--- src/logic/strap_cfg_pkg.sv ---
// Constants, types and state records for strap configuration and reference select
package strap_cfg_pkg;

   // Timing of each probe step
   localparam int CLK_PERIOD_NS = 40;
   localparam int SETTLE_NS     = 200;
   localparam int SETTLE_CYC    = (SETTLE_NS + CLK_PERIOD_NS - 1) / CLK_PERIOD_NS;
   localparam int CNT_W         = 16;

   // Probe drive: four config outputs, three steps, one pattern per output
   localparam int          N_CFG_OUT  = 4;
   localparam int          N_STEPS    = 3;
   // Bit 3k+s drives output k in step s: out0 001, out1 100, out2 010, out3 (ref_fail_alarm) 011
   // Every output needs its own history, or two wirings would decode alike
   localparam logic [11:0] PROBE_PATS = 12'h6a1;
   localparam logic [2:0]  PAT_LOW    = 3'h0;
   localparam logic [2:0]  PAT_HIGH   = 3'h7;

   // Strap classes
   localparam logic [2:0] TIE_LOW    = 3'h0;
   localparam logic [2:0] TIE_HIGH   = 3'h1;
   localparam logic [2:0] TIE_OUT0   = 3'h2;
   localparam logic [5:0] STRAP_KINDS = 6'h06;

   // Field positions of the combined strap code
   localparam int DIV_LSB  = 0;
   localparam int DIV_W    = 3;
   localparam int LOCK_BIT = 3;
   localparam int PAD_BIT  = 4;

   typedef struct packed {
      logic [3:0] odd_div;
      logic       lock_en;
      logic       pad_ecl;
   } strap_cfg_t;

   localparam strap_cfg_t CFG_RESET = '{odd_div: 4'h1, lock_en: 1'b0, pad_ecl: 1'b0};

   typedef enum logic [1:0] {
      ST_WAIT  = 2'b00,
      ST_PROBE = 2'b01,
      ST_LATCH = 2'b11,
      ST_RUN   = 2'b10
   } cfg_state_t;

   typedef struct packed {
      cfg_state_t       st;
      logic [1:0]       step;
      logic [CNT_W-1:0] cnt;
      logic [3:0]       pins;
      strap_cfg_t       cfg;
      logic             ref_b;
      logic             auto_mode;
      logic             lock;
   } ctrl_state_t;

   localparam ctrl_state_t CTRL_RESET = '{st: ST_WAIT, step: 2'h0, cnt: '0, pins: 4'h0,
                                          cfg: CFG_RESET, ref_b: 1'b0, auto_mode: 1'b0, lock: 1'b0};

   typedef struct packed {
      logic [N_STEPS-1:0] hist;
   } probe_state_t;

endpackage

--- src/logic/strap_probe_decoder.sv ---
// Classifies one strap input as tied low, tied high or joined to a config output
`timescale 1ns/1ps
module strap_probe_decoder
   import strap_cfg_pkg::*;
(
   input  wire logic       clk_sys,
   input  wire logic       sys_rst,
   input  wire logic       ce,
   input  wire logic       clear,
   input  wire logic       sample,
   input  wire logic       pin,
   output logic [2:0]      tie
);
   import strap_cfg_pkg::*;

   probe_state_t state;
   probe_state_t next_state;

   always_comb begin
      next_state = state;
      if (clear) begin
         next_state.hist = '0;
      end else if (sample) begin
         // Oldest step ends in bit 0 after the last shift
         next_state.hist = {pin, state.hist[N_STEPS-1:1]};
      end
   end

   always_ff @(posedge clk_sys or posedge sys_rst) begin
      if (sys_rst) begin
         state <= '0;
      end else if (ce) begin
         state <= next_state;
      end
   end

   // Illegal histories fall back to low, the pull-down default
   always_comb begin
      tie = TIE_LOW;
      if (state.hist == PAT_HIGH) begin
         tie = TIE_HIGH;
      end
      for (int k = 0; k < N_CFG_OUT; k++) begin
         if (state.hist == PROBE_PATS[3*k +: 3]) begin
            tie = TIE_OUT0 + 3'(k);
         end
      end
   end

endmodule

--- src/logic/strap_config_and_ref_select.sv ---
// Strap probing, configuration latch and reference clock selection
// Operation
// - Straps are probed after power-up and again after every reset.
// - Each strap is classed as low, high, or tied to a config output.
// - Last strap pair picks an odd output divider from one to fifteen.
// - Same pair enables or disables the lock indicator.
// - Same pair picks current-mode or emitter-coupled pads for outputs c and d.
// - Manual mode: choose high selects reference b, low selects reference a.
// - Automatic-select high with choose low requests automatic switching.
// - Lock indicator stays low while the lock detector is disabled.
// - Outside probing, alarm is high while the selected reference has failed, else low.
`timescale 1ns/1ps
module strap_config_and_ref_select
   import strap_cfg_pkg::*;
#(
   parameter int SETTLE = SETTLE_CYC
)
(
   input  wire logic       clk_sys,
   input  wire logic       sys_rst,
   input  wire logic       ce,
   input  wire logic       sys_reset_n,
   input  wire logic       strap_input_g,
   input  wire logic       strap_input_h,
   input  wire logic       ref_b_choose,
   input  wire logic       auto_sel,
   input  wire logic       ref_a_fail,
   input  wire logic       ref_b_fail,
   input  wire logic       lock_raw,
   output logic [2:0]      cfg_out,
   output logic            ref_fail_alarm,
   output strap_cfg_pkg::strap_cfg_t strap_cfg,
   output logic            config_done,
   output logic            ref_b_selected,
   output logic            auto_mode,
   output logic            lock_indicator
);
   import strap_cfg_pkg::*;

   if (SETTLE < 1 || SETTLE >= (1 << CNT_W)) begin : g_bad_settle
      $error("SETTLE out of range");
   end

   ctrl_state_t state;
   ctrl_state_t next_state;
   logic        sample;
   logic        clear;
   logic [2:0]  tie_g;
   logic [2:0]  tie_h;
   logic [5:0]  code;
   logic        sel_fail;
   logic        other_fail;
   logic        auto_req;
   strap_cfg_t  decoded;

   strap_probe_decoder u_dec_g (
      .clk_sys (clk_sys),
      .sys_rst (sys_rst),
      .ce      (ce),
      .clear   (clear),
      .sample  (sample),
      .pin     (strap_input_g),
      .tie     (tie_g)
   );

   strap_probe_decoder u_dec_h (
      .clk_sys (clk_sys),
      .sys_rst (sys_rst),
      .ce      (ce),
      .clear   (clear),
      .sample  (sample),
      .pin     (strap_input_h),
      .tie     (tie_h)
   );

   function automatic logic [3:0] probe_drive(input logic [1:0] step);
      logic [3:0] d;
      d = '0;
      for (int k = 0; k < N_CFG_OUT; k++) begin
         d[k] = PROBE_PATS[3*k + int'(step)];
      end
      return d;
   endfunction

   assign sample   = (state.st == ST_PROBE) && (state.cnt == CNT_W'(SETTLE - 1));
   assign clear    = (state.st == ST_WAIT);
   assign auto_req = auto_sel && !ref_b_choose;
   assign sel_fail = state.ref_b ? ref_b_fail : ref_a_fail;
   // Standby reference health; a switch onto a dead clock would gain nothing
   assign other_fail = state.ref_b ? ref_a_fail : ref_b_fail;

   // Six classes per strap give 36 codes; the low bits set the divider
   always_comb begin
      code            = 6'(tie_g) * STRAP_KINDS + 6'(tie_h);
      decoded.odd_div = {code[DIV_LSB +: DIV_W], 1'b1};
      decoded.lock_en = ~code[LOCK_BIT];
      decoded.pad_ecl = code[PAD_BIT];
   end

   always_comb begin
      next_state = state;
      unique case (state.st)
         ST_WAIT: begin
            next_state.cnt  = '0;
            next_state.step = 2'h0;
            if (sys_reset_n) begin
               next_state.st = ST_PROBE;
            end
         end
         ST_PROBE: begin
            next_state.cnt = state.cnt + CNT_W'(1);
            if (sample) begin
               next_state.cnt  = '0;
               next_state.step = state.step + 2'h1;
               if (state.step == 2'(N_STEPS - 1)) begin
                  next_state.st = ST_LATCH;
               end
            end
         end
         ST_LATCH: begin
            next_state.cfg = decoded;
            next_state.st  = ST_RUN;
         end
         ST_RUN: begin
            next_state.st = ST_RUN;
         end
      endcase
      if (!sys_reset_n) begin
         next_state.st = ST_WAIT;
         next_state.cfg = CFG_RESET;
      end

      // Probe patterns only while probing; the alarm pin doubles as output 3
      if (next_state.st == ST_PROBE) begin
         next_state.pins = probe_drive(next_state.step);
      end else begin
         next_state.pins = {sel_fail, 3'h0};
      end

      next_state.auto_mode = auto_req;
      if (!auto_req) begin
         next_state.ref_b = ref_b_choose;
      end else if (sel_fail && !other_fail) begin
         // Non-revertive: stay on the new reference once moved
         next_state.ref_b = ~state.ref_b;
      end
      // Gated by the next enable, so the pin never lags a disable
      next_state.lock = next_state.cfg.lock_en && lock_raw;
   end

   always_ff @(posedge clk_sys or posedge sys_rst) begin
      if (sys_rst) begin
         state <= CTRL_RESET;
      end else if (ce) begin
         state <= next_state;
      end
   end

   assign cfg_out        = state.pins[2:0];
   assign ref_fail_alarm = state.pins[3];
   assign strap_cfg      = state.cfg;
   assign config_done    = (state.st == ST_RUN);
   assign ref_b_selected = state.ref_b;
   assign auto_mode      = state.auto_mode;
   assign lock_indicator = state.lock;
endmodule

--- config.mk ---
export PLATFORM = sky130hd
export DESIGN_NAME = strap_config_and_ref_select
export DESIGN_NICKNAME = d
export VERILOG_FILES = /design/src/logic/strap_cfg_pkg.sv /design/src/logic/strap_probe_decoder.sv /design/src/logic/strap_config_and_ref_select.sv
export SDC_FILE = /design/constraint.sdc
export NUM_CORES = 1
export LEC_CHECK = 0
export BUFFER_PORTS_ARGS = -buffer_cell sky130_fd_sc_hd__buf_2
export CAP_MARGIN = 10
export CORE_MARGIN = 5
export CORE_UTILIZATION = 30
export DETAILED_ROUTE_END_ITERATION = 8
export PLACE_DENSITY = 0.49
export SYNTH_ARGS = -nofsm -noshare
export SYNTH_HDL_FRONTEND = slang
export SYNTH_SLANG_ARGS = --single-unit
export TNS_END_PERCENT = 1
--- constraint.sdc ---
create_clock -name clk_sys -period 2.6 [get_ports clk_sys]
set_input_delay 0.39 -clock clk_sys [delete_from_list [all_inputs] [get_ports clk_sys]]
set_output_delay 0.39 -clock clk_sys [all_outputs]
set_load 0.05 [all_outputs]
# ---- Word-level counts from Yosys, hierarchy flattened
# Memory sizes are Yosys's and may differ from the RTL's.
# Index checks and enable logic that the tools add are counted.
dict set report op_classes {
  n_eq_ne 18
  mul 1
  add_sub_neg 6
  reduce_logical 14
  muxes 34
  n_lt_le_gt_ge 4
  n_bitwise 2
}
# op n
set op_table {}
lappend op_table {{18-bit one-hot mux with 2 select lines} 1}
lappend op_table {{3-bit 2-to-1 mux} 8}
lappend op_table {{20-bit 2-to-1 mux} 1}
lappend op_table {{16-bit by 1-bit adder with 16-bit output (second input constant)} 1}
lappend op_table {{16-bit by 3-bit equality test with 1-bit output (second input constant)} 1}
lappend op_table {{1-bit 2-to-1 mux} 13}
lappend op_table {{3-bit by 2-bit equality test with 1-bit output (second input constant)} 4}
lappend op_table {{3-bit equality test (second input constant)} 4}
lappend op_table {{2-bit 2-to-1 mux} 6}
lappend op_table {{6-bit 2-to-1 mux} 2}
lappend op_table {{2-bit AND reduction} 4}
lappend op_table {{2-bit equality test (second input constant)} 3}
lappend op_table {{3-bit by 1-bit equality test with 1-bit output (second input constant)} 2}
lappend op_table {{2-bit one-hot mux with 3 select lines} 1}
lappend op_table {{4-bit by 2-bit adder with 5-bit output (first input constant)} 1}
lappend op_table {{5-bit by 3-bit adder with 5-bit output} 1}
lappend op_table {{2-bit by 5-bit less-than comparator with 1-bit output (second input constant)} 1}
lappend op_table {{3-bit by 5-bit less-than comparator with 1-bit output (second input constant)} 1}
lappend op_table {{4-bit by 5-bit less-than comparator with 1-bit output (second input constant)} 1}
lappend op_table {{5-bit less-than comparator (second input constant)} 1}
lappend op_table {{3-bit by 2-bit adder with 4-bit output (first input constant)} 1}
lappend op_table {{2-bit by 1-bit equality test with 1-bit output (second input constant)} 2}
lappend op_table {{1-bit logical AND} 4}
lappend op_table {{3-bit by 2-bit multiplier with 4-bit output (second input constant)} 1}
lappend op_table {{10 further kinds} 14}
dict set report word_totals {
  reg_bits 39
  rom_bits 48
  memories 3
  inputBits 11
}
# memory depth width read_ports rd_clocked_by_memory_dff write_ports line
set memory_table {}
lappend memory_table {{(no name shown)} 16 1 1 0 0 strap_config_and_ref_select.sv:80} ;# d[k] = PROBE_PATS[3*k + int'(step)];
lappend memory_table {{(no name shown)} 16 1 1 0 0 strap_config_and_ref_select.sv:80}
lappend memory_table {{(no name shown)} 16 1 1 0 0 strap_config_and_ref_select.sv:80}

# ---- Longest topological paths before layout
# Gate-level depths: netlist of run 1.
dict set report depth {
  ltp_word 12
  mapped_depth 11
  ltp_nobuf 11
}

# ---- Cells and area by module
# A second synthesis of run 1 with hierarchy kept.
dict set report unflattened {
  cells_unflattened 236
  hier_area_um2 2220.9
}
# module cells_per_inst seq_area_each_um2 area_each_um2 instances
set modules_own_cells {}
lappend modules_own_cells {strap_config_and_ref_select 206 827.0 1918.1 1}
lappend modules_own_cells {strap_probe_decoder 15 75.1 151.4 2}

# ---- Worst setup path after synthesis of run 1
# No wires, ideal clock.
dict set report synth_timing {
  path_kind {reg-to-reg}
  from {register state[13] in the netlist's numbering}
  to {register state, in the netlist ref_fail_alarm}
  path_slack_ns 0.198
  period_less_slack_ns 2.402
  t_arrival_ns 2.268
  path_buffers 0
  setup_time_ns 0.134
  stages_incl_launch_ff 11
  path_cell_list {dfrtp_1 > inv_1 > ha_1 > nor4b_2 > a41oi_1 > nor3_1 > or2_4 > ha_1 > o2111ai_1 > o32ai_1 > a211oi_2}
}
dict set report synth_between {
  elab_chain_len 9
  elab_cells_between_ends 12
}
# element line
set synth_rtl {}
lappend synth_rtl {{start, declared} strap_config_and_ref_select.sv:44} ;# ctrl_state_t state;
lappend synth_rtl {{start signal, assigned} strap_config_and_ref_select.sv:155} ;# state <= next_state;
lappend synth_rtl {{16-bit by 3-bit equality test with 1-bit output (*)} strap_config_and_ref_select.sv:85} ;# assign sample = (state.st == ST_PROBE) && (state.cnt == CNT_W'(SETTLE - 1));
lappend synth_rtl {{1-bit logical AND (*)} strap_config_and_ref_select.sv:85}
lappend synth_rtl {{20-bit 2-to-1 mux (*)} strap_config_and_ref_select.sv:112} ;# if (sample) begin
lappend synth_rtl {{18-bit one-hot mux with 2 select lines} strap_config_and_ref_select.sv:102} ;# unique case (state.st)
lappend synth_rtl {{4-bit by 2-bit adder with 5-bit output} strap_config_and_ref_select.sv:80}
lappend synth_rtl {{memory read 16 x 1 bit} --}
lappend synth_rtl {{1-bit 2-to-1 mux (implied by the code) (2 in series)} strap_config_and_ref_select.sv:80}
lappend synth_rtl {{4-bit 2-to-1 mux (*)} strap_config_and_ref_select.sv:134} ;# if (next_state.st == ST_PROBE) begin
# Mark *: on every way between the ends. The rest lies on a longest branch, timed or not. The select of a mux whose other input is x is not followed.
# A chain may end at the register's enable or synchronous reset.

# ---- Worst setup path after layout of run 1
# Ends and elaborated chain as after synthesis.

==> results of run 1 <==
## cell usage in the layout (no fill, tap or decap), types with 5 or more instances in the layout
master	n
nand3_1	15
o21ai_0	8
inv_1	12
dfrtp_1	38
ha_1	8
nor2_1	20
xnor2_1	5
buf_2	24
o2bb2ai_1	6
buf_4	7
clkbuf_8	6
xor2_1	13
nand2_1	35
## worst reg2reg max path, delay by kind of cell (launching register included)
family | cells | cell delay [ps]
fa+ha+maj | 2 | 470
buf+inv | 1 | 90
flops | 1 | 400
simple gates | 3 | 650
compound gates | 4 | 650
## stage by stage
step	std cells	util	hold WS (ps)	power, mW
floorplan	232	-	450.8	0.9904
global placement	346	0.3340	465.3	1.073
detailed placement	346	0.3340	470.9	1.073
CTS	354	0.3466	233.4	1.504
global route	354	0.3488	268.3	1.584
finish	354	0.3488	214.0	1.491
## power breakdown
| part | internal [mW] | leakage (nW) | switching (mW) |
|---|---|---|---|
| clock | 0.214 | 0.0482 | 0.212 |
| sequential | 0.649 | 0.527 | 0.0376 |
| combinational | 0.145 | 0.625 | 0.232 |
| total | 1.01 | 1.20 | 0.482 |
## cells in the mapped netlist (3+ instances only)
cell,number
dfrtp_1,38
nand2_1,35
nor2_1,20
nand3_1,15
xor2_1,13
inv_1,12
buf_4,9
ha_1,8
o21ai_0,8
o2bb2ai_1,6
xnor2_1,5
a21oi_1,4
clkbuf_1,4
nand2b_1,4
nor2b_1,4
nor3_1,4
and3_1,3
mux2i_1,3
nor4b_2,3
## cells by family (layout without fill, tap and decap cells)
logic type / count (synthesis) / in the layout / share of synthesized area
AND/OR/NAND/NOR: 101 / 101 / 0.2340
flip-flops: 39 / 39 / 0.4373
AO/OA/AOI/OAI: 33 / 33 / 0.1131
buffers and inverters: 28 / 51 / 0.06886
XOR/XNOR: 18 / 18 / 0.07055
adder cells (fa/ha/maj): 10 / 10 / 0.06271
multiplexers: 3 / 3 / 0.01344
## registers in the layout, indices dropped and copies added, names as in the netlist
name and count:
lock_indicator 1, ref_b_selected 1, cfg_out 3, ref_fail_alarm 1, strap_cfg 6, u_dec_g.state 3, u_dec_h.state 3, auto_mode 1
state 20
## metal layers
metal / vias up / wire length (µm)
met2: 24 / 1962
met3: 4 / 192
li1: 837 / -
met5: - / 0
met4: 0 / 39
met1: 761 / 2117
## area by class of cell
| cell class | instances | area (µm²) | area share |
|---|---|---|---|
| sequential | 39 | 977.2 | 0.3863 |
| timing repair buffer | 31 | 172.7 | 0.06825 |
| tap | 99 | 123.9 | 0.04896 |
| clock buffer | 7 | 86.33 | 0.03412 |
| multi-input combinational | 165 | 1120 | 0.4426 |
| clock inverter | 1 | 5.005 | 0.001978 |
| inverter | 12 | 45.04 | 0.01780 |
## worst min path at each step
| stage | startpoint | end |
|---|---|---|
| 2_1_floorplan | strap_cfg[3] | strap_cfg[3] |
| 5_1_grt | sys_rst | state[24] |
| 3_3_place_gp | lock_indicator | lock_indicator |
| 3_5_place_dp | strap_cfg[3] | strap_cfg[3] |
| 4_1_cts | sys_rst | state[24] |
| 6_report | sys_rst | strap_cfg[4] |
==> flow_summary.yaml, run 1 <==
power_and_ir_drop:
  peakVddDrop_mv: 0.1657
  power.leakage_nw: 1.200
  p_per_area_nw_per_um2: 589.2
global_route:
  grt-ovfl-total: 0
  use_met1: 0.1420
  grtUsageMet3: 0.02658
  grt_pass1_vias: 1552
  track_usage: 0.1031
  grt_max_degree: 40
  grt_pass1_wl_um: 7527
  use_met2: 0.1599
  top_usage_layer: "met2"
  antenna_found_initial: 0
yosys:
  syn_inst: 232
  ys_warn_count: 0
  syn_area_per_cell_um2: 9.632
  ys_seq_area_frac: 0.4373
  ys_seq_elements: 39
  async_flop_share: 1.000
  synth_edf_count: 0
  synth_area_um2: 2235
  synth_cell_types: 48
  synth_top_area_share: 0.4255
  ys.flop_type: "dfrtp_1"
  syn_nets: 253
  synthTopCellsByArea: "dfrtp_1 43%, nand2_1 5.9%, xor2_1 5.1%"
  synth_area_leader_cell: "dfrtp_1"
sta:
  slew_headroom: 0.6222
  drv_slew: 0
  finalSetupViolations: 0
  fin_crit_ps: 2383
  hold_violations: 0
  worst_slew_pin_slew_ps: 564.6
  layout_setup_ws_ps: 217.3
  fmax_mhz: 419.7
  skew_ps: 10.10
  min_period_over_period: 0.9164
  setup_tns_ps: 0
critical_path:
  crit_path_end: "ref_fail_alarm"
  cp_data_required_time_ps: 2770
  cpMaxStageDelayCell: "dfrtp_1"
  reg2reg_depth: 10
  worstPathCellList: "inv_1 -> ha_1 -> nor4b_4 -> nand4_2 -> o21a_1 -> or2_4 -> ha_1 -> o2111ai_1 -> o32ai_2 -> a211oi_2"
  cp-end-kind: "flop"
  path_delay_family: "simple AND/OR/NAND/NOR gates"
  r2r_slack_ps: 220
  timing.rr.start: "state[13]"
  path_buf_inv: 1
  cp_max_fo: 5
  worstSetupPathType: "reg2reg"
  cp.arrival_ps: 2550
  start_kind: "flop"
  cpMostUsedCell: "ha_1"
  max_stage_delay_ps: 400
  crit_start: "state[13]"
  worst-path-stages: 10
  reg2reg_to: "ref_fail_alarm"
placement:
  gp_congestion: 0.7026
  hpwl_um: 3140
  io_buffers: 24
  pre_cts_ws_ps: 153.2
  dpl-instance-area_um2: 2422
die:
  dieWidth_um: 96.31
  start_util: 0.3081
  coreArea_um2: 7253
  fp-row-count: 31
  fp.dieH_um: 96.31
  io_pins: 25
  dieArea_um2: 9275
routing:
  drcViolationCount: 0
  num_vias: 1626
  wl_per_cell_um: 12.18
  via_per_inst: 4.593
  detail_route.first_pass.iterations: 4
  drt_iter0_drc: 90
  finalWirelength_um: 4311
  ant_nets: 0
layout:
  diodes: 0
  area_delta_synth_final_pct: 13.21
  finalInstanceArea_um2: 2530
  fin_nets: 275
  drive_gt1_frac: 0.2078
  n_fill_cell: 766
clock_tree:
  cts_tree: "built"
  clock_path_buffers: 2
  cts_resized: 0
  cts_sinks: 39
  cts_made_buffers: 5
  clk_pin_slew_worst_paths_ps: 80
  clk_latency_ps: 290
  h-tree-depth: 2
  root_buffer: "clkbuf_8"
  postCtsSetupBuffers: 0
  cts_hold_buf: 0
job:
  max_cap_viol_count: 0
status:
  status: "finished clean"
hold_path:
  hp-class: "in2async"
No activity file was read; power rests on OpenSTA's default activity.
==> run 2: changes to the inputs <==
Settings changed: CELL_PAD_IN_SITES_DETAIL_PLACEMENT set to 1, CELL_PAD_IN_SITES_GLOBAL_PLACEMENT set to 1, CORE_MARGIN 5 to not set, PLACE_DENSITY 0.49 to 0.6.
==> run 2 against run 1 <==
Effect of this change: clock power is 7.5% higher; critical path depth unchanged; hold slack improved by 8.8 ps; count of clock-buffer cells in the layout rose by 1; total power is 2.6% higher; combinational power is 2% higher; sequential power about the same; largest power group unchanged.
==> flow_summary.yaml, run 2 (synthesis results as in run 1) <==
status:
  status: "finished clean"
global_route:
  grt_pass1_vias: 1700
  track_usage: 0.1398
  grt-ovfl-total: 0
  grt_max_degree: 40
  antenna_found_initial: 0
  grt_pass1_wl_um: 8383
clock_tree:
  cts_sinks: 39
  cts_tree: "built"
  postCtsSetupBuffers: 0
  cts_hold_buf: 0
  clk_pin_slew_worst_paths_ps: 80
  cts_made_buffers: 5
  clock_path_buffers: 2
  h-tree-depth: 2
  cts_resized: 0
  root_buffer: "clkbuf_8"
  clk_latency_ps: 290
die:
  dieWidth_um: 88.31
  io_pins: 25
  fp.dieH_um: 88.31
  fp-row-count: 31
  dieArea_um2: 7798
  coreArea_um2: 7214
  start_util: 0.3097
placement:
  dpl-instance-area_um2: 2430
  hpwl_um: 3496
  io_buffers: 24
  pre_cts_ws_ps: 150.9
  gp_congestion: 0.7085
sta:
  slew_headroom: 0.6037
  worst_slew_pin_slew_ps: 592.2
  layout_setup_ws_ps: 142.0
  whs_ps: 222.8
  hold_violations: 0
  drv_slew: 0
  fin_crit_ps: 2458
  fmax_mhz: 406.8
  setup_tns_ps: 0
  finalSetupViolations: 0
  min_period_over_period: 0.9454
  skew_ps: 5.803
  rsz0062_at_grt: "no"
layout:
  drive_gt1_frac: 0.2070
  fin_nets: 276
  final_common_cell: "dfrtp_1"
  finalInstanceArea_um2: 2539
  regMostFlops: "state"
  largest_reg_flops: 20
  final_cell_mix: "38 x dfrtp_1, 35 x nand2_1, 24 x buf_2"
  area_delta_synth_final_pct: 13.61
  diodes: 0
  n_fill_cell: 860
power_and_ir_drop:
  switching_power_mw: 0.4916
  totalPowerFinal_mw: 1.529
  p_per_area_nw_per_um2: 602.3
  seqPwrFrac: 0.448
  switching_share: 0.3215
  peakVddDrop_mv: 0.1566
  power.leakage_nw: 1.206
  p_int_mw: 1.037
  combinationalPowerShare: 0.252
  p_clk_frac: 0.300
critical_path:
  cp.arrival_ps: 2630
  cp_max_fo: 5
  worstSetupPathType: "reg2reg"
  cp_data_required_time_ps: 2770
  cp-end-kind: "flop"
  start_kind: "flop"
routing:
  wl_per_cell_um: 13.75
  via_per_inst: 4.831
  drt_iter0_drc: 25
  ant_nets: 0
  num_vias: 1715
  drcViolationCount: 0
  finalWirelength_um: 4881
  detail_route.first_pass.iterations: 4
job:
  max_cap_viol_count: 0
hold_path:
  hp-class: "in2async"
==> run 2: power by group through the flow <==
| stage | clock network (mW) | logic (mW) | registers [mW] |
|---|---|---|---|
| 5_1_grt | 0.501 | 0.430 | 0.692 |
| 3_3_place_gp | 0 | 0.380 | 0.697 |
| 6_report | 0.459 | 0.385 | 0.684 |
| 3_5_place_dp | 0 | 0.383 | 0.698 |
| 2_1_floorplan | 0 | 0.270 | 0.720 |
| 4_1_cts | 0.481 | 0.386 | 0.685 |
==> run 2: per-stage QoR <==
| stage | util | std cells |
|---|---|---|
| 2_1_floorplan | - | 232 |
| 3_3_place_gp | 0.3368 | 347 |
| 3_5_place_dp | 0.3368 | 347 |
| 4_1_cts | 0.3507 | 355 |
| 5_1_grt | 0.3519 | 355 |
| 6_report | 0.3519 | 355 |
==> run 2: worst paths after layout <==
kind                               from              to  slack [ps]  depth (start not counted)
hold reg to reg            strap_cfg[3]    strap_cfg[3]         480                          2
min in group clk_sys       ref_b_choose       auto_mode         280                          2
max in group asynchronous       sys_rst    strap_cfg[2]        2010                          3
setup / recovery              state[13]  ref_fail_alarm         140                         10
hold / removal                  sys_rst       state[17]         220                          3
setup reg to reg              state[13]  ref_fail_alarm         140                         10
==> run 2: final cells by class <==
cell class	instances	area (µm²)	area share
Clock buffer	8	100.1	0.03943
Tap cell	99	123.9	0.04879
Inverter	12	45.04	0.01774
Sequential cell	39	977.2	0.3849
Multi-Input combinational cell	165	1112	0.4381
Timing Repair Buffer	32	180.2	0.07097
==> run 2: per-layer routing <==
metal  vias up  part of all wire  global-route usage  wire, µm
met2        23              0.49              0.2350      2374
met5         -                 0                   0         0
li1        830                 -                   -         -
met3         6             0.029             0.03358       140
met4         0             0.013             0.04399        64
met1       856              0.47              0.1769      2301
==> run 2: worst max-delay path: stages, from the launching register on <==
cell and delay [ps]:
dfrtp_1 400, inv_1 100, ha_1 170, nor4b_4 240, nand4_2 150, o21a_1 220
or2_4 290, ha_1 300, o2111ai_1 110, o32ai_1 290, a211oi_2 80
